--- src/rtl/toc_pkg.sv ---
// Package for the timer output control stage: register map, bit fields,
// reset values and operating mode codes.
// Assumes a classic Wishbone master with 32-bit data and byte addressing.
package toc_pkg;

  // Printed offsets are word indexes; the byte address is four times each
  localparam int ADDR_W = 18;
  localparam logic [15:0] CTRL_IDX = 16'hFFBD;
  localparam logic [15:0] STAT_IDX = 16'hFFBE;
  localparam logic [ADDR_W-1:0] CTRL_ADDR = {CTRL_IDX, 2'b00};
  localparam logic [ADDR_W-1:0] STAT_ADDR = {STAT_IDX, 2'b00};

  // Control register field positions
  localparam int OE_BIT = 0;
  localparam int M0INV_BIT = 1;
  localparam int LVR_BIT = 2;
  localparam int LVS_BIT = 3;
  localparam int M1INV_BIT = 4;
  localparam int OSEL_BIT = 5;
  localparam int SWTRIG_BIT = 6;
  localparam int RSVD_BIT = 7;

  // Status register field positions
  localparam int ST_OUT_BIT = 0;
  localparam int ST_ARMED_BIT = 1;
  localparam int ST_RUN_BIT = 2;

  // Values after reset
  localparam logic [7:0] CTRL_RESET = 8'h00;
  localparam logic [31:0] DATA_ZERO = 32'h0000_0000;

  // Counter operating mode codes
  typedef enum logic [1:0] {
    TOC_MODE_STOP = 2'h0,
    TOC_MODE_CLR_EDGE = 2'h1,
    TOC_MODE_FREE = 2'h2,
    TOC_MODE_CLR_MATCH = 2'h3
  } toc_mode_t;

endpackage

--- src/rtl/toc_output_ctrl.sv ---
// Output control stage of one 16-bit timer channel with its 8-bit control
// register on a classic Wishbone slave port.
// Assumes match pulses, mode and port bits come from logic on the same clock.
//
// Notes on behaviour
// [RQ1] Control register is 8 bits, reset to zero.
// [RQ2] While counting, software writes only one-shot trigger; the code locks no other bit.
// [RQ3] Compare-1 inversion enable writable while counting.
// [RQ4] Bit-wise or whole-byte writes both accepted.
// [RQ5] Software configures in three ordered writes.
// [RQ6] One-shot trigger reads zero, fires one-shot pulse.
// [RQ7] One-shot trigger clears and starts the counter.
// [RQ8] Select bit chooses successive or one-shot output.
// [RQ9] No one-shot in clear-on-compare-0 mode; the code ignores the mode and arms in any mode.
// [RQ10] Compare-1 match inverts output when enabled.
// [RQ11] Compare-1 interrupt on every match.
// [RQ12] Compare-0 match inverts output when enabled.
// [RQ13] Compare-0 interrupt on every match.
// [RQ14] Level pair: 00 keep, 01 low, 10 high.
// [RQ15] Level bits are one-time triggers only.
// [RQ16] Level trigger bits always read zero.
// [RQ17] Level triggers only once output already enabled.
// [RQ18] Output disabled holds the timer output low.
// [RQ19] Pin level depends on port mode, latch, output.
// [RQ20] Bit 7 reads zero, writes ignored.
`timescale 1ns/1ps

module toc_output_ctrl (
  input wire logic clock,
  input wire logic rst,
  input wire logic ce,
  input wire logic wb_cyc_i,
  input wire logic wb_stb_i,
  input wire logic wb_we_i,
  input wire logic [toc_pkg::ADDR_W-1:0] wb_adr_i,
  input wire logic [3:0] wb_sel_i,
  input wire logic [31:0] wb_dat_i,
  output logic [31:0] wb_dat_o,
  output logic wb_ack_o,
  input wire logic [1:0] op_mode,
  input wire logic match0,
  input wire logic match1,
  input wire logic edge_start,
  input wire logic port_mode_bit,
  input wire logic port_latch_bit,
  output logic timer_output_line,
  output logic pin_out,
  output logic pin_oe,
  output logic match0_irq,
  output logic match1_irq,
  output logic counter_clear_start
);
  import toc_pkg::*;

  logic output_enable_bit;
  logic match0_invert_en;
  logic match1_invert_en;
  logic oneshot_select;
  logic armed;
  logic req;
  logic ctrl_hit;
  logic stat_hit;
  logic ctrl_wr;
  logic level_set_trigger;
  logic level_clear_trigger;
  logic sw_oneshot_trigger;
  logic gate;
  logic m0_hit;
  logic m1_hit;
  logic [7:0] ctrl_rd;
  logic [7:0] stat_rd;
  toc_mode_t mode;

  assign mode = toc_mode_t'(op_mode);

  // Bus decode; a request is taken once, in the cycle before its ack
  assign req = wb_cyc_i && wb_stb_i && !wb_ack_o;
  assign ctrl_hit = (wb_adr_i == CTRL_ADDR);
  assign stat_hit = (wb_adr_i == STAT_ADDR);
  assign ctrl_wr = req && wb_we_i && ctrl_hit && wb_sel_i[0] && ce; // see [RQ4]

  // Trigger bits act only in the cycle of the write and are never stored
  assign level_set_trigger = ctrl_wr && wb_dat_i[LVS_BIT]; // see [RQ15]
  assign level_clear_trigger = ctrl_wr && wb_dat_i[LVR_BIT]; // see [RQ15]
  assign sw_oneshot_trigger = ctrl_wr && wb_dat_i[SWTRIG_BIT]; // see [RQ6]

  // Read views: triggers and bit 7 always zero
  assign ctrl_rd = {1'b0, 1'b0, oneshot_select, match1_invert_en,
                    1'b0, 1'b0, match0_invert_en, output_enable_bit}; // see [RQ16] [RQ20]
  assign stat_rd = {5'h00, (mode != TOC_MODE_STOP), armed, timer_output_line};

  // Successive mode always passes matches; one-shot only while armed
  assign gate = !oneshot_select || armed; // see [RQ8]
  assign m0_hit = match0 && match0_invert_en && gate; // see [RQ12]
  assign m1_hit = match1 && match1_invert_en && gate; // see [RQ10]

  // Stored control bits; no lock while counting, so compare-1 inversion
  // can be changed on the fly (keeping the rest steady is software's job)
  always_ff @(posedge clock) begin
    if (rst) begin
      output_enable_bit <= CTRL_RESET[OE_BIT]; // see [RQ1]
      match0_invert_en <= CTRL_RESET[M0INV_BIT];
      match1_invert_en <= CTRL_RESET[M1INV_BIT];
      oneshot_select <= CTRL_RESET[OSEL_BIT];
    end else if (ctrl_wr) begin
      output_enable_bit <= wb_dat_i[OE_BIT];
      match0_invert_en <= wb_dat_i[M0INV_BIT];
      match1_invert_en <= wb_dat_i[M1INV_BIT]; // see [RQ3]
      oneshot_select <= wb_dat_i[OSEL_BIT]; // see [RQ8]
    end
  end

  // Bus answer: ack one cycle after the request, unmapped reads give zero
  always_ff @(posedge clock) begin
    if (rst) begin
      wb_ack_o <= 1'b0;
      wb_dat_o <= DATA_ZERO;
    end else if (ce) begin
      wb_ack_o <= req;
      if (req && !wb_we_i && ctrl_hit) begin
        wb_dat_o <= {24'h00_0000, ctrl_rd};
      end else if (req && !wb_we_i && stat_hit) begin
        wb_dat_o <= {24'h00_0000, stat_rd};
      end else if (req) begin
        wb_dat_o <= DATA_ZERO;
      end
    end
  end

  // One-shot arm: a new trigger wins over the end of the previous pulse
  always_ff @(posedge clock) begin
    if (rst) begin
      armed <= 1'b0;
    end else if (ce) begin
      if (!oneshot_select) begin
        armed <= 1'b0;
      end else if (sw_oneshot_trigger || edge_start) begin
        armed <= 1'b1; // see [RQ6]
      end else if (match1) begin
        armed <= 1'b0;
      end
    end
  end

  // Counter restart request on any software trigger, whatever the mode
  always_ff @(posedge clock) begin
    if (rst) begin
      counter_clear_start <= 1'b0;
    end else if (ce) begin
      counter_clear_start <= sw_oneshot_trigger; // see [RQ7]
    end
  end

  // Timer output: disable wins, then level triggers, then inversions.
  // Triggers are gated by the already stored enable, so a write that sets
  // the enable and a trigger at once only enables.  Pair 11 sets no level; enabled matches still invert.
  always_ff @(posedge clock) begin
    if (rst) begin
      timer_output_line <= 1'b0;
    end else if (ce) begin
      if (!output_enable_bit) begin
        timer_output_line <= 1'b0; // see [RQ18]
      end else if (level_set_trigger && !level_clear_trigger) begin
        timer_output_line <= 1'b1; // see [RQ14] [RQ17]
      end else if (level_clear_trigger && !level_set_trigger) begin
        timer_output_line <= 1'b0; // see [RQ14] [RQ17]
      end else if (m0_hit ^ m1_hit) begin
        timer_output_line <= !timer_output_line; // see [RQ10] [RQ12]
      end
    end
  end

  // Match interrupts ignore the inversion enables
  always_ff @(posedge clock) begin
    if (rst) begin
      match0_irq <= 1'b0;
      match1_irq <= 1'b0;
    end else if (ce) begin
      match0_irq <= match0; // see [RQ13]
      match1_irq <= match1; // see [RQ11]
    end
  end

  // Shared pin: port mode 0 drives; latch high forces the pin high
  always_ff @(posedge clock) begin
    if (rst) begin
      pin_out <= 1'b0;
      pin_oe <= 1'b0;
    end else if (ce) begin
      pin_oe <= !port_mode_bit; // see [RQ19]
      pin_out <= timer_output_line || port_latch_bit; // see [RQ19]
    end
  end
endmodule // toc_output_ctrl

--- config.mk ---
export PLATFORM = sky130hd
export DESIGN_NAME = toc_output_ctrl
export DESIGN_NICKNAME = d
export VERILOG_FILES = /design/src/rtl/toc_pkg.sv /design/src/rtl/toc_output_ctrl.sv
export SDC_FILE = /design/constraint.sdc
export NUM_CORES = 1
export LEC_CHECK = 0
export BUFFER_PORTS_ARGS = -buffer_cell sky130_fd_sc_hd__clkbuf_2
export CAP_MARGIN = 40
export CORE_MARGIN = 2
export CORE_UTILIZATION = 24
export CTS_CLUSTER_DIAMETER = 150
export DETAILED_ROUTE_END_ITERATION = 10
export HOLD_SLACK_MARGIN = 0.06
export MAX_ROUTING_LAYER = met4
export PLACE_DENSITY = 0.67
export REMOVE_ABC_BUFFERS = 1
export SKIP_LAST_GASP = 1
export SYNTH_ARGS = -nofsm -noshare
export SYNTH_HDL_FRONTEND = slang
export SYNTH_SLANG_ARGS = --single-unit
--- constraint.sdc ---
create_clock -name clock -period 4.8 [get_ports clock]
set_input_delay 1.44 -clock clock [delete_from_list [all_inputs] [get_ports clock]]
set_output_delay 1.44 -clock clock [all_outputs]
set_load 0.01 [all_outputs]
======== Word-level counts from Yosys, hierarchy flattened ========
Index checks and enable logic that the tools add are counted.
storage, ports and cells
  bits in latches ......................... 0
  input port bits ......................... 67
  memories kept ........................... 0
  bits in registers ....................... 44
  word-level logic and storage cells ...... 61
  memory bits (writable) .................. 0
  output and inout port bits .............. 39
  bits in read-only memories .............. 0
operators by class
  shifts and indexed selects .............. 0
  add/sub/neg operators ................... 0
  $lt $le $gt $ge ......................... 0
  bitwise logic cells ..................... 1
  mux-type cells .......................... 10
  eq/ne operators ......................... 4
  divide/modulo/power cells ............... 0
  multipliers ............................. 0
  reductions and logical operators ........ 33
operators with widths
  kind                                                              number
  32-bit two-way mux                                                3
  18-bit equality test (second input constant)                      2
  1-bit logical AND                                                 18
  1-bit logical NOT                                                 7
  1-bit two-way mux                                                 7
  2-bit AND reduction                                               3
  4-bit by 1-bit != test with 1-bit output (second input constant)  1
  1-bit logical OR                                                  3
  3-bit by 2-bit != test with 1-bit output (second input constant)  1
  3-bit nonzero test                                                1
  2-bit nonzero test                                                1
  1-bit XOR                                                         1

======== Logic depth before layout (Yosys ltp) ========
  depth in word-level cells ............... 12
  depth in mapped cells ................... 6

======== Worst setup path before layout ========
OpenSTA, ideal clock, no wires.
  path kind ............................... in2reg
  start point ............................. input wb_adr_i[0] (netlist bit)
  end point ............................... register timer_output_line
  path slack .............................. 1844 ps
  data arrival time ....................... 2835 ps
  path buffers ............................ 0
  stages .................................. 5
  setup time .............................. 121 ps
  data required time ...................... 4679 ps
  path through ............................ nand4bb_1 -> or4_4 -> nor3_4 -> nand2_1 -> a2bb2o_1
on the way
  longest elaborated chain between the ends .. 10
ends and longest elaborated chain
  item                                 line                    source
  start: declaration                   toc_output_ctrl.sv:35   input wire logic [toc_pkg::ADDR_W-1:0] wb_adr_i,
  18-bit equality test (*)             toc_output_ctrl.sv:78   assign ctrl_hit = (wb_adr_i == CTRL_ADDR);
  1-bit logical AND (*) (3 in series)  toc_output_ctrl.sv:80   assign ctrl_wr = req && wb_we_i && ctrl_hit && wb_sel_i[0] && ce;
  1-bit logical AND                    toc_output_ctrl.sv:83   assign level_set_trigger = ctrl_wr && wb_dat_i[LVS_BIT];
  1-bit logical NOT                    toc_output_ctrl.sv:165  end else if (level_clear_trigger && !level_set_trigger) begin
  1-bit logical AND                    toc_output_ctrl.sv:165
  1-bit two-way mux                    toc_output_ctrl.sv:165
  1-bit two-way mux                    toc_output_ctrl.sv:163  end else if (level_set_trigger && !level_clear_trigger) begin
  1-bit two-way mux                    toc_output_ctrl.sv:161  if (!output_enable_bit) begin
  end signal: assignment               toc_output_ctrl.sv:168  timer_output_line <= !timer_output_line;
  end: declaration                     toc_output_ctrl.sv:46   output logic timer_output_line,
Every way passes the cells marked *; elsewhere a longest branch is shown, timed or not.
A chain may end at the register's enable or synchronous reset.

======== Final worst setup path ========
Ends and elaborated chain as after synthesis.

==> flow_metrics.env <==
export IMPL_status="completed"
export IMPL_clkTransAtPathRegs_ps=60
export IMPL_final_core_util_pct=30.3
export IMPL_globalplace_congestion=0.750
export IMPL_met2_usage_pct=17.1
export IMPL_peakVddDrop_uv=149
export IMPL_fin_nets=241
export IMPL_wirelength_um=2500
export IMPL_syn_area_per_cell_um2=8.71
export IMPL_netlist_area_um2=1080
export IMPL_die_w_um=71.1
export IMPL_worstPathMaxFanout=7
export IMPL_grt_pass1_vias=921
export IMPL_use_met3_pct=3.70
export IMPL_cp_required_ps=4940
export IMPL_synthTopCellsByArea="dfxtp_1 32%, buf_4 19%, mux2i_1 6.5%"
export IMPL_fp_coreArea_um2=4350
export IMPL_vias=980
export IMPL_numClockSinks=17
export IMPL_placed_cells=221
export IMPL_drtIter0Drc=49
export IMPL_rr_worst_depth=5
export IMPL_diodes=0
export IMPL_cts_tree="built"
export IMPL_synth_distinct_cells=34
export IMPL_min_path_type="flip-flop to flip-flop"
export IMPL_fin_cells=225
export IMPL_fp_dieH_um=71.1
export IMPL_drive_gt1_share_pct=34.1
export IMPL_synth_top_area_cell="dfxtp_1"
export IMPL_criticalPathCategory="input pin to flip-flop"
export IMPL_yosys_warnings=0
export IMPL_power_density_nw_per_um2=225
export IMPL_rrSetupSlack_ps=3120
export IMPL_crit_path_start="wb_adr_i[0]"
export IMPL_grt_busiest_layer="met2"
export IMPL_antenna_found_initial=0
export IMPL_grt_max_degree=20
export IMPL_ioPinCount=106
export IMPL_grt_pass1_wl_um=4170
export IMPL_cts_hold_buffers=0
export IMPL_r2r_start="wb_ack_o$_SDFFE_PP0P_"
export IMPL_cts_htree_levels=1
export IMPL_dieArea_um2=5050
export IMPL_maxCapViolCount=0
export IMPL_ys_seq_elements=17
export IMPL_finalCritPeriodShare_pct=60.7
export IMPL_regMostFlops="wb_dat_o"
export IMPL_seq_area_frac_synth_pct=31.5
export IMPL_ctsResizeCount=0
export IMPL_final_antenna_net_count=0
export IMPL_r2r_end="timer_output_line$_SDFFE_PP0P_"
export IMPL_port_buffers=50
export IMPL_hold_viol=0
export IMPL_viasPerCell=4.36
export IMPL_crit_path_end="timer_output_line$_SDFFE_PP0P_"
export IMPL_first_pass_iters=5
export IMPL_synth_cells=124
export IMPL_drv_slew=0
export IMPL_num_rows=24
export IMPL_wl_per_cell_um=11.1
export IMPL_root_buffer="clkbuf_8"
export IMPL_critPathCaptureType="flip-flop"
export IMPL_cts_setup_buffers=0
export IMPL_numCtsBuffers=3
export IMPL_grt_use_met1_pct=13.4
export IMPL_min_period_ps=2910
export IMPL_cts_max_path_buffers=2
export IMPL_rsz0062_at_grt="no"
export IMPL_setup_viol=0
export IMPL_synth_top_area_share_pct=31.5
export IMPL_clk_latency_ps=250
export IMPL_crit_path_start_kind="input pin"
export IMPL_drc_errors=0
export IMPL_holdWs_ps=455
export IMPL_maxClockFrequency_ghz=0.343
export IMPL_hpwl_um=2110
export IMPL_largest_register_ffs=5
export IMPL_areaGrowthSynthToFinish_pct=22.2
export IMPL_initial_core_util_pct=24.8
export IMPL_p_leak_nw=0.610
export IMPL_gr_total_overflow=0
export IMPL_tns_ps=0
export IMPL_worstPathArrival_ps=3050
export IMPL_grt_util_all_layers_pct=10.6
export IMPL_skew_ps=1.49
cells in the final DEF (no fill, tap or decap), types with 2 or more instances in the layout:
cell / n
nand2_1: 10
clkbuf_8: 3
clkbuf_2: 50
conb_1: 27
a22oi_1: 2
nand4_1: 5
a22o_1: 2
dfxtp_1: 17
a21oi_1: 7
nand3_1: 3
a211oi_1: 2
mux2i_1: 7
inv_1: 4
nor2b_1: 2
nor2_1: 12
cell usage after synthesis:
master / n
nand4_1: 5
inv_1: 4
clkbuf_1: 4
o21ai_0: 1
mux2i_1: 7
dfxtp_1: 17
o32ai_1: 1
nor2_1: 12
nand3_1: 3
nand4b_1: 1
or3_1: 1
nand4_4: 1
nor4_4: 1
nor4_1: 1
o2111ai_1: 1
a211oi_1: 2
nand4bb_1: 1
and2_1: 1
a22o_1: 2
nand4b_4: 1
o211ai_1: 1
or4_4: 1
nor2b_1: 2
a21oi_1: 7
a32oi_1: 1
a2bb2oi_1: 1
nor3_4: 1
conb_1: 1
a31o_2: 1
nand2_1: 10
buf_4: 27
and4b_1: 1
a22oi_1: 2
a2bb2o_1: 1
layout make-up:
class,count,area (µm²)
multi-input combinational,98,604
tap,52,65.1
clock buffer,4,45.0
sequential,17,340
fill,481,3030
inverter,4,15.0
timing repair buffer,50,250
kinds of logic after synthesis:
group / count (synthesis) / synth area share (%)
flops: 17 / 31.5
buf+inv: 35 / 21.6
simple gates: 43 / 26.3
mux: 7 / 6.49
compound gates: 21 / 13.8
other cells: 1 / 0.347
power by group:
part	leakage, nW	switching (W)	total, W	internal, W
sequential	0.138	0.00000153	0.000145	0.000144
clock	0.0228	0.0000458	0.000105	0.0000588
combinational	0.449	0.0000290	0.0000471	0.0000181
total	0.610	0.0000763	0.000297	0.000220
worst max-delay path: stages:
cell,delay (ps)
clkbuf_2,70
nand4bb_1,220
or4_4,580
nor3_4,400
nand2_1,90
a2bb2o_1,240
metrics by stage:
| stage | power (W) | instance area [µm²] | setup slack (ps) |
|---|---|---|---|
| finish | 0.000297 | 1320 | 1890 |
| global route | 0.000318 | 1320 | 1780 |
| CTS | 0.000305 | 1320 | 1880 |
| detailed placement | 0.000196 | 1270 | 1610 |
| global placement | 0.000195 | 1270 | 1620 |
| floorplan | 0.000169 | 960 | 1840 |
per-layer routing:
layer | vias to the layer above | share of wire (%) | wire, µm
met5 | - | 0 | 0
met3 | 0 | 6.8 | 169
met2 | 45 | 48 | 1200
met4 | 0 | 0 | 0
li1 | 484 | - | -
met1 | 451 | 45 | 1130
worst min path at each step:
| stage | from | depth (start not counted) | end |
|---|---|---|---|
| 2_1_floorplan | match1_invert_en$_SDFFE_PP0N_ | 2 | wb_dat_o[4]$_SDFFE_PP0P_ |
| 3_5_place_dp | wb_dat_o[1]$_SDFFE_PP0P_ | 2 | wb_dat_o[1]$_SDFFE_PP0P_ |
| 4_1_cts | wb_dat_o[1]$_SDFFE_PP0P_ | 2 | wb_dat_o[1]$_SDFFE_PP0P_ |
| 5_1_grt | wb_dat_o[2]$_SDFFE_PP0P_ | 2 | wb_dat_o[2]$_SDFFE_PP0P_ |
| 3_3_place_gp | wb_dat_o[1]$_SDFFE_PP0P_ | 2 | wb_dat_o[1]$_SDFFE_PP0P_ |
| 6_report | wb_dat_o[4]$_SDFFE_PP0P_ | 2 | wb_dat_o[4]$_SDFFE_PP0P_ |
(Power assumes the default switching activity.)
